**src/verilog/ptg_pkg.sv**
```systemverilog
// ptg_pkg: constants, register map and types for the pulse train output block
// assumes: one 40 MHz system clock, 16-bit register port, two pulse channels

package ptg_pkg;

  // ----------------------------------------------------------------------
  // timing
  // ----------------------------------------------------------------------
  localparam int unsigned PTG_CLK_HZ = 40_000_000;
  localparam int unsigned PTG_MAX_FREQ_HZ = 200_000;

  // ----------------------------------------------------------------------
  // widths
  // ----------------------------------------------------------------------
  localparam int PTG_ADDR_W = 5;
  localparam int PTG_DATA_W = 16;
  localparam int PTG_CH_N = 2;
  localparam int PTG_WIDE_W = 32;
  localparam int PTG_ACC_W = 34;

  // ----------------------------------------------------------------------
  // register map, word addresses; channel 1 sits one stride above channel 0
  // ----------------------------------------------------------------------
  localparam logic [4:0] PTG_CH_STRIDE = 5'h08;
  localparam logic [4:0] PTG_OFS_FREQ_LO = 5'h00;
  localparam logic [4:0] PTG_OFS_FREQ_HI = 5'h01;
  localparam logic [4:0] PTG_OFS_QTY_LO = 5'h02;
  localparam logic [4:0] PTG_OFS_QTY_HI = 5'h03;
  localparam logic [4:0] PTG_OFS_CTRL = 5'h04;
  localparam logic [4:0] PTG_OFS_STAT = 5'h05;
  localparam logic [4:0] PTG_OFS_CNT_LO = 5'h06;
  localparam logic [4:0] PTG_OFS_CNT_HI = 5'h07;
  localparam logic [4:0] PTG_ADR_CH0_TOTAL_LO = 5'h10;
  localparam logic [4:0] PTG_ADR_CH0_TOTAL_HI = 5'h11;
  localparam logic [4:0] PTG_ADR_CH1_TOTAL_LO = 5'h12;
  localparam logic [4:0] PTG_ADR_CH1_TOTAL_HI = 5'h13;
  localparam logic [4:0] PTG_ADR_BOTH_TOTAL_LO = 5'h14;
  localparam logic [4:0] PTG_ADR_BOTH_TOTAL_HI = 5'h15;
  localparam logic [4:0] PTG_ADR_FLAGS = 5'h16;

  // ----------------------------------------------------------------------
  // field positions and reset values
  // ----------------------------------------------------------------------
  localparam int PTG_CTRL_WIDE_BIT = 0;
  localparam int PTG_CTRL_STOP_BIT = 1;
  localparam int PTG_STAT_BUSY_BIT = 0;
  localparam int PTG_STAT_LEVEL_BIT = 1;
  localparam int PTG_STAT_HOLD_BIT = 2;
  localparam int PTG_STAT_DRIVE_BIT = 3;
  localparam int PTG_FLAG_DONE_BIT = 0;
  localparam logic [15:0] PTG_RST_FREQ = 16'h0001;
  localparam logic [15:0] PTG_RST_QTY = 16'h0001;

  // ----------------------------------------------------------------------
  // channel state
  // ----------------------------------------------------------------------
  typedef enum logic [2:0] {
    PTG_IDLE = 3'b001,
    PTG_RUN = 3'b010,
    PTG_HOLD = 3'b100
  } ptg_state_e;

endpackage : ptg_pkg

```
**src/verilog/ptg_top.sv**
```systemverilog
// ptg_top: two-channel pulse train generator with pulse totals
// assumes: drive inputs come from logic on sys_clk_i; registers on a plain
// strobe port with read data one cycle after the read strobe

`timescale 1ns/1ps

module ptg_top #(
  parameter int unsigned CLK_HZ = ptg_pkg::PTG_CLK_HZ
) (
  input wire logic sys_clk_i,
  input wire logic rst_i,
  input wire logic [ptg_pkg::PTG_CH_N-1:0] drive_i,
  input wire logic [ptg_pkg::PTG_ADDR_W-1:0] reg_addr_i,
  input wire logic [ptg_pkg::PTG_DATA_W-1:0] reg_wdata_i,
  input wire logic reg_we_i,
  input wire logic reg_re_i,
  output logic [ptg_pkg::PTG_DATA_W-1:0] reg_rdata_o,
  output logic pulse_out_ch0_o,
  output logic pulse_out_ch1_o,
  output logic busy_flag_ch0_o,
  output logic busy_flag_ch1_o,
  output logic completion_flag_o
);
  import ptg_pkg::*;

  // ----------------------------------------------------------------------
  // elaboration checks
  // ----------------------------------------------------------------------
  if (CLK_HZ < 2 * PTG_MAX_FREQ_HZ) begin : g_clk_check
    $error("CLK_HZ too low for the top output frequency");
  end
  // the limit is worked out in 64 bits so that the shift cannot wrap
  if (64'(CLK_HZ) >= (64'h1 << (PTG_ACC_W - 2))) begin : g_acc_check
    $error("CLK_HZ too wide for the phase accumulator");
  end
  // reset values, outputs and the total adder are laid out for two channels
  if (PTG_CH_N != 2) begin : g_ch_check
    $error("the block serves exactly two pulse channels");
  end
  // operands and totals are built from two register words
  if (PTG_WIDE_W != 2 * PTG_DATA_W) begin : g_word_check
    $error("wide operands must be two register words");
  end

  // ----------------------------------------------------------------------
  // half period timing
  // ----------------------------------------------------------------------
  // every clock the accumulator of a running channel grows by twice the
  // frequency; once it reaches the clock rate one half period is over and
  // the output toggles. the overshoot is kept, so rates that do not divide
  // the clock evenly jitter by one cycle but keep their average.
  // the step is read afresh each clock, so a new frequency acts at once.
  // a frequency of zero freezes the output where it stands.
  // the top rate still leaves at least one clock per half period.

  localparam logic [PTG_ACC_W-1:0] CLK_LIM = PTG_ACC_W'(CLK_HZ);

  // ----------------------------------------------------------------------
  // state
  // ----------------------------------------------------------------------
  typedef struct packed {
    logic [PTG_CH_N-1:0][15:0] freq_lo;
    logic [PTG_CH_N-1:0][15:0] freq_hi;
    logic [PTG_CH_N-1:0][15:0] qty_lo;
    logic [PTG_CH_N-1:0][15:0] qty_hi;
    logic [PTG_CH_N-1:0] wide;
    logic [PTG_CH_N-1:0] stop_req;
    ptg_state_e [PTG_CH_N-1:0] st;
    logic [PTG_CH_N-1:0] level;
    logic [PTG_CH_N-1:0] drive;
    logic [PTG_CH_N-1:0][PTG_ACC_W-1:0] acc;
    logic [PTG_CH_N-1:0][31:0] cnt;
    logic [PTG_CH_N-1:0][31:0] qty;
    logic [PTG_CH_N-1:0][31:0] total;
    logic [31:0] both_total;
    logic done;
    logic [15:0] rdata;
  } ptg_regs_s;

  // per channel: idle waits for a rising drive, run emits pulses, hold
  // keeps the output low after a finish or a stop until the drive drops.
  // the drive is sampled each clock, so a start needs a fresh rising edge;
  // this keeps a busy or parked channel from being restarted.

  ptg_regs_s q;
  ptg_regs_s d;

  // ----------------------------------------------------------------------
  // address decode
  // ----------------------------------------------------------------------
  // word map: channel 0 at 0x00, channel 1 at 0x08, each with
  //   +0 frequency low, +1 frequency high, +2 quantity low,
  //   +3 quantity high, +4 control (wide, stop), +5 status (read only),
  //   +6 run count low, +7 run count high (read only)
  // pulse totals: 0x10/0x11 channel 0, 0x12/0x13 channel 1,
  //   0x14/0x15 both channels, 0x16 flags (completion, read only)
  // every total is a pair of separate words; software clears one by
  // writing zero to both halves, and a pulse between the two writes
  // is counted into whatever the other half then holds.

  // hit on one word of a channel block
  function automatic logic ptg_hit(input logic [4:0] addr, input int ch,
                                   input logic [4:0] ofs);
    logic [4:0] base;
    base = ch[0] ? PTG_CH_STRIDE : 5'h00;
    return addr == (base | ofs);
  endfunction : ptg_hit

  // address of the low or high word of a channel total
  function automatic logic [4:0] ptg_tot_adr(input int ch, input logic hi);
    logic [4:0] a;
    a = ch[0] ? PTG_ADR_CH1_TOTAL_LO : PTG_ADR_CH0_TOTAL_LO;
    return hi ? (a | 5'h01) : a;
  endfunction : ptg_tot_adr

  // 32-bit operand from a word pair; narrow mode leaves the high word out
  function automatic logic [31:0] ptg_join(input logic wide, input logic [15:0] hi,
                                           input logic [15:0] lo);
    logic [31:0] w;
    w = {16'h0000, lo};
    if (wide) begin
      w = {hi, lo};
    end
    return w;
  endfunction : ptg_join

  // ----------------------------------------------------------------------
  // next state
  // ----------------------------------------------------------------------
  // fell marks a pulse whose high half times out this cycle, start a fresh rising drive;
  // fell feeds the totals and start the run control of the same cycle
  logic [PTG_CH_N-1:0] fell;
  logic [PTG_CH_N-1:0][31:0] freq_eff;
  logic [PTG_CH_N-1:0][31:0] qty_eff;
  logic [PTG_CH_N-1:0][PTG_ACC_W-1:0] acc_sum;
  logic [PTG_CH_N-1:0][31:0] cnt_inc;
  logic [PTG_CH_N-1:0] start;
  logic done_set;
  logic done_clr;
  logic [31:0] both_t;
  logic [1:0] fall_n;

  always_comb begin
    d = q;
    d.rdata = 16'h0000;
    fell = '0;
    done_set = 1'b0;
    done_clr = 1'b0;
    freq_eff = '0;
    qty_eff = '0;
    acc_sum = '0;
    cnt_inc = '0;
    start = '0;
    both_t = q.both_total;
    fall_n = 2'b00;

    for (int i = 0; i < PTG_CH_N; i++) begin
      // register writes
      if (reg_we_i) begin
        if (ptg_hit(reg_addr_i, i, PTG_OFS_FREQ_LO)) begin
          d.freq_lo[i] = reg_wdata_i;
        end else if (ptg_hit(reg_addr_i, i, PTG_OFS_FREQ_HI)) begin
          d.freq_hi[i] = reg_wdata_i;
        end else if (ptg_hit(reg_addr_i, i, PTG_OFS_QTY_LO)) begin
          d.qty_lo[i] = reg_wdata_i;
        end else if (ptg_hit(reg_addr_i, i, PTG_OFS_QTY_HI)) begin
          d.qty_hi[i] = reg_wdata_i;
        end else if (ptg_hit(reg_addr_i, i, PTG_OFS_CTRL)) begin
          d.wide[i] = reg_wdata_i[PTG_CTRL_WIDE_BIT];
          d.stop_req[i] = reg_wdata_i[PTG_CTRL_STOP_BIT];
        end else if (reg_addr_i == ptg_tot_adr(i, 1'b0)) begin
          d.total[i][15:0] = reg_wdata_i;
        end else if (reg_addr_i == ptg_tot_adr(i, 1'b1)) begin
          d.total[i][31:16] = reg_wdata_i;
        end
      end

      freq_eff[i] = ptg_join(q.wide[i], q.freq_hi[i], q.freq_lo[i]);
      qty_eff[i] = ptg_join(q.wide[i], q.qty_hi[i], q.qty_lo[i]);

      // phase step of twice the frequency, wrapping at the clock rate
      acc_sum[i] = q.acc[i] + {1'b0, freq_eff[i], 1'b0};
      cnt_inc[i] = q.cnt[i] + 32'h0000_0001;
      // drive comes from logic on this clock, so it needs no synchroniser
      d.drive[i] = drive_i[i];
      start[i] = drive_i[i] & ~q.drive[i];

      case (q.st[i])
        PTG_IDLE: begin
          // a start needs a fresh rising drive while idle
          if (start[i]) begin
            done_clr = 1'b1;
            d.cnt[i] = 32'h0000_0000;
            d.acc[i] = '0;
            d.qty[i] = qty_eff[i];
            if (q.stop_req[i]) begin
              // stop bit already set: straight to hold, no pulse at all
              d.st[i] = PTG_HOLD;
              d.level[i] = 1'b0;
            end else begin
              d.st[i] = PTG_RUN;
              d.level[i] = 1'b1;
            end
          end
        end
        PTG_RUN: begin
          // a dropped drive beats a stop request, which beats the timing
          if (!drive_i[i]) begin
            d.st[i] = PTG_IDLE;
            d.level[i] = 1'b0;
            done_clr = 1'b1;
          end else if (q.stop_req[i]) begin
            d.st[i] = PTG_HOLD;
            d.level[i] = 1'b0;
            done_clr = 1'b1;
          end else if (acc_sum[i] >= CLK_LIM) begin
            // half period over: reload by taking one clock second away
            d.acc[i] = acc_sum[i] - CLK_LIM;
            // a step of a whole clock or more would never wrap back: restart
            if (d.acc[i] >= CLK_LIM) begin
              d.acc[i] = '0;
            end
            if (q.level[i]) begin
              d.level[i] = 1'b0;
              d.cnt[i] = cnt_inc[i];
              fell[i] = 1'b1;
              if (q.qty[i] != 32'h0000_0000 && cnt_inc[i] == q.qty[i]) begin
                d.st[i] = PTG_HOLD;
                done_set = 1'b1;
              end
            end else begin
              d.level[i] = 1'b1;
            end
          end else begin
            d.acc[i] = acc_sum[i];
          end
        end
        PTG_HOLD: begin
          // finished or stopped; waits for the drive to drop
          // the run count stays readable here until the next start
          d.level[i] = 1'b0;
          if (!drive_i[i]) begin
            d.st[i] = PTG_IDLE;
          end
        end
        default: begin
          d.st[i] = PTG_IDLE;
          d.level[i] = 1'b0;
        end
      endcase

      // a write and a pulse in one cycle: write first, then count,
      // so a written word is never lost and the pulse still lands on top
      if (fell[i]) begin
        d.total[i] = d.total[i] + 32'h0000_0001;
      end
    end

    // grand total
    if (reg_we_i && reg_addr_i == PTG_ADR_BOTH_TOTAL_LO) begin
      both_t[15:0] = reg_wdata_i;
    end else if (reg_we_i && reg_addr_i == PTG_ADR_BOTH_TOTAL_HI) begin
      both_t[31:16] = reg_wdata_i;
    end
    fall_n = {1'b0, fell[0]} + {1'b0, fell[1]};
    d.both_total = both_t + {30'h0000_0000, fall_n};

    // one completion flag serves both channels; it answers for the run
    // that finished or stopped last
    // completion flag: a finish in the same cycle beats a clear
    if (done_set) begin
      d.done = 1'b1;
    end else if (done_clr) begin
      d.done = 1'b0;
    end

    // ----------------------------------------------------------------------
    // register reads, data stand one cycle after the strobe
    // ----------------------------------------------------------------------
    // status word: busy, output level, hold, sampled drive; control word
    // reads back wide and stop; unmapped words and unused bits read zero
    if (reg_re_i) begin
      for (int i = 0; i < PTG_CH_N; i++) begin
        if (ptg_hit(reg_addr_i, i, PTG_OFS_FREQ_LO)) begin
          d.rdata = q.freq_lo[i];
        end else if (ptg_hit(reg_addr_i, i, PTG_OFS_FREQ_HI)) begin
          d.rdata = q.freq_hi[i];
        end else if (ptg_hit(reg_addr_i, i, PTG_OFS_QTY_LO)) begin
          d.rdata = q.qty_lo[i];
        end else if (ptg_hit(reg_addr_i, i, PTG_OFS_QTY_HI)) begin
          d.rdata = q.qty_hi[i];
        end else if (ptg_hit(reg_addr_i, i, PTG_OFS_CTRL)) begin
          d.rdata[PTG_CTRL_WIDE_BIT] = q.wide[i];
          d.rdata[PTG_CTRL_STOP_BIT] = q.stop_req[i];
        end else if (ptg_hit(reg_addr_i, i, PTG_OFS_STAT)) begin
          d.rdata[PTG_STAT_BUSY_BIT] = (q.st[i] == PTG_RUN);
          d.rdata[PTG_STAT_LEVEL_BIT] = q.level[i];
          d.rdata[PTG_STAT_HOLD_BIT] = (q.st[i] == PTG_HOLD);
          d.rdata[PTG_STAT_DRIVE_BIT] = q.drive[i];
        end else if (ptg_hit(reg_addr_i, i, PTG_OFS_CNT_LO)) begin
          d.rdata = q.cnt[i][15:0];
        end else if (ptg_hit(reg_addr_i, i, PTG_OFS_CNT_HI)) begin
          d.rdata = q.cnt[i][31:16];
        end else if (reg_addr_i == ptg_tot_adr(i, 1'b0)) begin
          d.rdata = q.total[i][15:0];
        end else if (reg_addr_i == ptg_tot_adr(i, 1'b1)) begin
          d.rdata = q.total[i][31:16];
        end
      end
      if (reg_addr_i == PTG_ADR_BOTH_TOTAL_LO) begin
        d.rdata = q.both_total[15:0];
      end else if (reg_addr_i == PTG_ADR_BOTH_TOTAL_HI) begin
        d.rdata = q.both_total[31:16];
      end else if (reg_addr_i == PTG_ADR_FLAGS) begin
        d.rdata[PTG_FLAG_DONE_BIT] = q.done;
      end
    end
  end

  // ----------------------------------------------------------------------
  // state register; the generator runs every clock, not per program scan
  // ----------------------------------------------------------------------
  always_ff @(posedge sys_clk_i) begin
    // frequency and quantity low words come up at one, so a start
    // straight after reset still gives one defined pulse
    if (rst_i) begin
      q <= '0;
      for (int i = 0; i < PTG_CH_N; i++) begin
        q.st[i] <= PTG_IDLE;
        q.freq_lo[i] <= PTG_RST_FREQ;
        q.qty_lo[i] <= PTG_RST_QTY;
      end
    end else begin
      q <= d;
    end
  end

  // ----------------------------------------------------------------------
  // outputs
  // ----------------------------------------------------------------------
  // pulse outputs idle low and are plain register bits; busy covers the
  // run state only; an idle channel takes a new start, a held one only after its drive drops
  assign reg_rdata_o = q.rdata;
  assign pulse_out_ch0_o = q.level[0];
  assign pulse_out_ch1_o = q.level[1];
  assign busy_flag_ch0_o = (q.st[0] == PTG_RUN);
  assign busy_flag_ch1_o = (q.st[1] == PTG_RUN);
  assign completion_flag_o = q.done;

endmodule : ptg_top

```
**config.mk**
```make
export PLATFORM = sky130hd
export DESIGN_NAME = ptg_top
export DESIGN_NICKNAME = d
export VERILOG_FILES = /design/src/verilog/ptg_pkg.sv /design/src/verilog/ptg_top.sv
export SDC_FILE = /design/constraint.sdc
export NUM_CORES = 1
export LEC_CHECK = 0
export ABC_AREA = 1
export BUFFER_PORTS_ARGS = -buffer_cell sky130_fd_sc_hd__buf_2
export CAP_MARGIN = 20
export CORE_ASPECT_RATIO = 1.1
export CORE_MARGIN = 2
export CORE_UTILIZATION = 35
export DETAILED_ROUTE_END_ITERATION = 8
export GPL_ROUTABILITY_DRIVEN = 0
export REMOVE_ABC_BUFFERS = 1
export SYNTH_ARGS = -nofsm -noshare
export SYNTH_HDL_FRONTEND = slang
export SYNTH_SLANG_ARGS = --single-unit
export TNS_END_PERCENT = 50
```
**constraint.sdc**
```tcl
create_clock -name sys_clk_i -period 4.7 [get_ports sys_clk_i]
set_input_delay 1.175 -clock sys_clk_i [delete_from_list [all_inputs] [get_ports sys_clk_i]]
set_output_delay 1.175 -clock sys_clk_i [all_outputs]
set_load 0.02 [all_outputs]
```
==> results.json <==
{
  "period_needed_ns": 4.97,
  "cts_hold_buf": 0,
  "yosys_register_bits": 449,
  "grt_pass1_wl_um": 197000,
  "drt-pass1-iter-count": 6,
  "rows": 116,
  "drive_above_1_share": 0.223,
  "slowest_delay_ns": 0.37,
  "finalWorstSetupSlack_ns": -0.269,
  "max_freq_ghz": 0.201,
  "worst_skew_pair.late_latency_ns": 0.66,
  "clkSlewWorstSetupHoldPaths_ns": 0.07,
  "fillers": 9332,
  "cts_tree": "yes",
  "final_util": 0.459,
  "die_x_um": 293,
  "grt_overflow": 0,
  "violations": "negative setup slack",
  "setup_viol": 20,
  "port_buffers": 47,
  "max-vdd-ir-drop_mv": 0.300,
  "ys.flop_type": "dfxtp_1",
  "grt_usage": 0.265,
  "critPathMaxFanout": 8,
  "hpwl_um": 99800,
  "slew-limit-headroom": 0.398,
  "leakage_nw": 18.3,
  "slew_viol_final": 0,
  "syn_area_per_cell_um2": 6.03,
  "syn_area_um2": 32200,
  "cp_common_cell": "nand2_2",
  "wl_per_cell_um": 18.6,
  "numCtsBuffers": 52,
  "synth_top_area_share": 0.279,
  "worstPathArrival_ns": 5.56,
  "antenna_found_initial": 2,
  "worst-setup-path-type": "flip-flop to flip-flop",
  "netlist_instances": 5347,
  "required_ns": 5.29,
  "io_pins": 48,
  "drc": 0,
  "nets": 5990,
  "design_area_um2": 41900,
  "via_per_inst": 5.33,
  "dieHeight_um": 322,
  "grt_pass1_vias": 34193,
  "place_area_um2": 37500,
  "netlist_top_cells_area": "dfxtp_1 28%, nand2_1 17%, a21oi_1 8.0%",
  "synthArstFlopShare": 0,
  "regArea_um2": 9020,
  "status": "finished with violations",
  "cts_root_buf": "clkbuf_16",
  "ys.warnings.count": 0,
  "cts.sinks": 449,
  "rsz0062_at_grt": "yes",
  "core_area_um2": 91100,
  "wl_um": 132000,
  "multiInputGateArea_um2": 21600,
  "powerDensity_nw_per_um2": 248,
  "end_kind": "flip-flop",
  "cp-start-kind": "flip-flop",
  "ant_nets": 0,
  "dp_cells": 6952,
  "ys_seq_area_frac": 0.279,
  "drtIter0Drc": 3838,
  "area_delta_synth_final_pct": 29.8,
  "synth_edf_count": 0,
  "dieArea_um2": 94600,
  "maxCapViolations": 0,
  "grt_max_degree": 144,
  "yosysTopAreaCell": "dfxtp_1",
  "period_share": 1.06,
  "fin_skew_ns": 0.0671,
  "hold_slack_ns": 0.449,
  "hold_viol_final": 0,
  "min_path_type": "flip-flop to flip-flop",
  "clockBufferDepth": 3,
  "worstMarginPinSlew_ns": 0.904,
  "vias": 37868,
  "h-tree-depth": 2,
  "fin_cells": 7111,
  "slowest_stage": "dfxtp_4",
  "ys_types": 62,
  "start_util": 0.354
}
-- final timing paths --
path              slack (ns)  depth (start not counted)  startpoint     end
hold / removal          0.45                          2      q[306]  q[306]
setup / recovery       -0.27                         38      q[322]   q[45]
hold reg to reg         0.45                          2      q[306]  q[306]
setup reg to reg       -0.27                         38      q[322]   q[45]
-- through the flow --
stage                     power [mW]  TNS (ns)  setup WS [ns]
after detailed placement        5.85     -8.40         -0.600
after global routing            10.7    -11.02         -0.561
after global placement          5.84     -7.60         -0.528
final                           10.4     -2.05         -0.269
after CTS                       10.4    -0.315        -0.0932
after floorplan                 5.03    -49.60          -1.73
-- timing repair --
item / CTS / global route
gates cloned: 0 / 1
setup endpoints to repair: 41 / 74
setup buffers: 22 / 38
pin swaps: 13 / 109
gates resized for setup: 123 / 355
-- kinds of logic after synthesis --
family          Yosys count  synth area share
xor+xnor                146            0.0397
fa+ha+maj                76            0.0302
buf+inv                 915             0.111
flops                   449             0.279
compound gates          994             0.166
simple gates           2767             0.375
-- cells in the final DEF (no fill, tap or decap), drive strengths merged, types with 8 or more instances in the layout --
| master | n |
|---|---|
| dfxtp | 449 |
| ha | 73 |
| xor2 | 124 |
| nor4 | 47 |
| a31oi | 9 |
| o22ai | 10 |
| buf | 680 |
| bufinv | 8 |
| nor2 | 529 |
| or2 | 55 |
| nand3 | 324 |
| a21oi | 518 |
| nor3 | 112 |
| nand3b | 10 |
| inv | 703 |
| a211oi | 25 |
| and2 | 10 |
| clkbuf | 68 |
| nand2 | 1545 |
| o21ai | 348 |
| o2111ai | 20 |
| xnor2 | 22 |
| nand4 | 125 |
| clkinv | 34 |
| o21a | 18 |
| o211ai | 14 |
-- worst max-delay path, delay by kind of cell, from the launching register on --
kind                       cells  cell delay (ns)
and+or+nand+nor               24             2.79
adders and majority gates      3             0.70
buffers and inverters          7             0.63
AOI/OAI and AO/OA              4             0.41
DFF                            1             0.37
-- per-layer routing --
layer	routed length [um]	track usage	part of all wire	up-vias
li1	-	-	-	18447
met1	56100	0.361	0.42	17487
met2	58300	0.417	0.44	1629
met3	12400	0.0460	0.094	305
met4	5650	0.102	0.043	0
met5	0	0	0	-
-- Yosys cell counts, types with 14 or more instances --
master,count
or2_0,15
nand3_1,309
dfxtp_1,449
nand3_2,15
o21ai_1,21
a211oi_1,25
o21ai_0,327
nand2_2,47
inv_1,659
o211ai_1,14
clkbuf_1,142
buf_4,19
nor2_2,27
a21oi_1,513
nand4_1,121
nand2_1,1493
or2_2,17
o2111ai_1,20
xor2_1,124
inv_2,41
nor4_1,47
xnor2_1,22
nor3_1,103
ha_1,73
clkinv_1,20
or2_1,23
buf_2,29
nor2_1,488
o21a_1,18
-- layout make-up --
class | instances | area share
multi-input combinational | 3983 | 0.515
inverter | 720 | 0.0647
clock inverter | 30 | 0.0108
clock buffer | 67 | 0.0351
tap | 1180 | 0.0353
sequential | 449 | 0.215
timing repair buffer | 681 | 0.123
antenna | 1 | 0.0000598
-- where the power goes --
part           switching, mW  total (mW)  internal (mW)
Clock                   1.89        4.57           2.68
Combinational           1.21        1.71          0.501
Sequential             0.144        4.11           3.96
Total                   3.24        10.4           7.14
-- sequential cells by signal, summed over array words and instances, names as in the netlist --
| signal | cells |
|---|---|
| reg_rdata_o | 16 |
| pulse_out_ch1_o | 1 |
| q | 430 |
| pulse_out_ch0_o | 1 |
| completion_flag_o | 1 |
No activity file was read; power rests on OpenSTA's default activity.
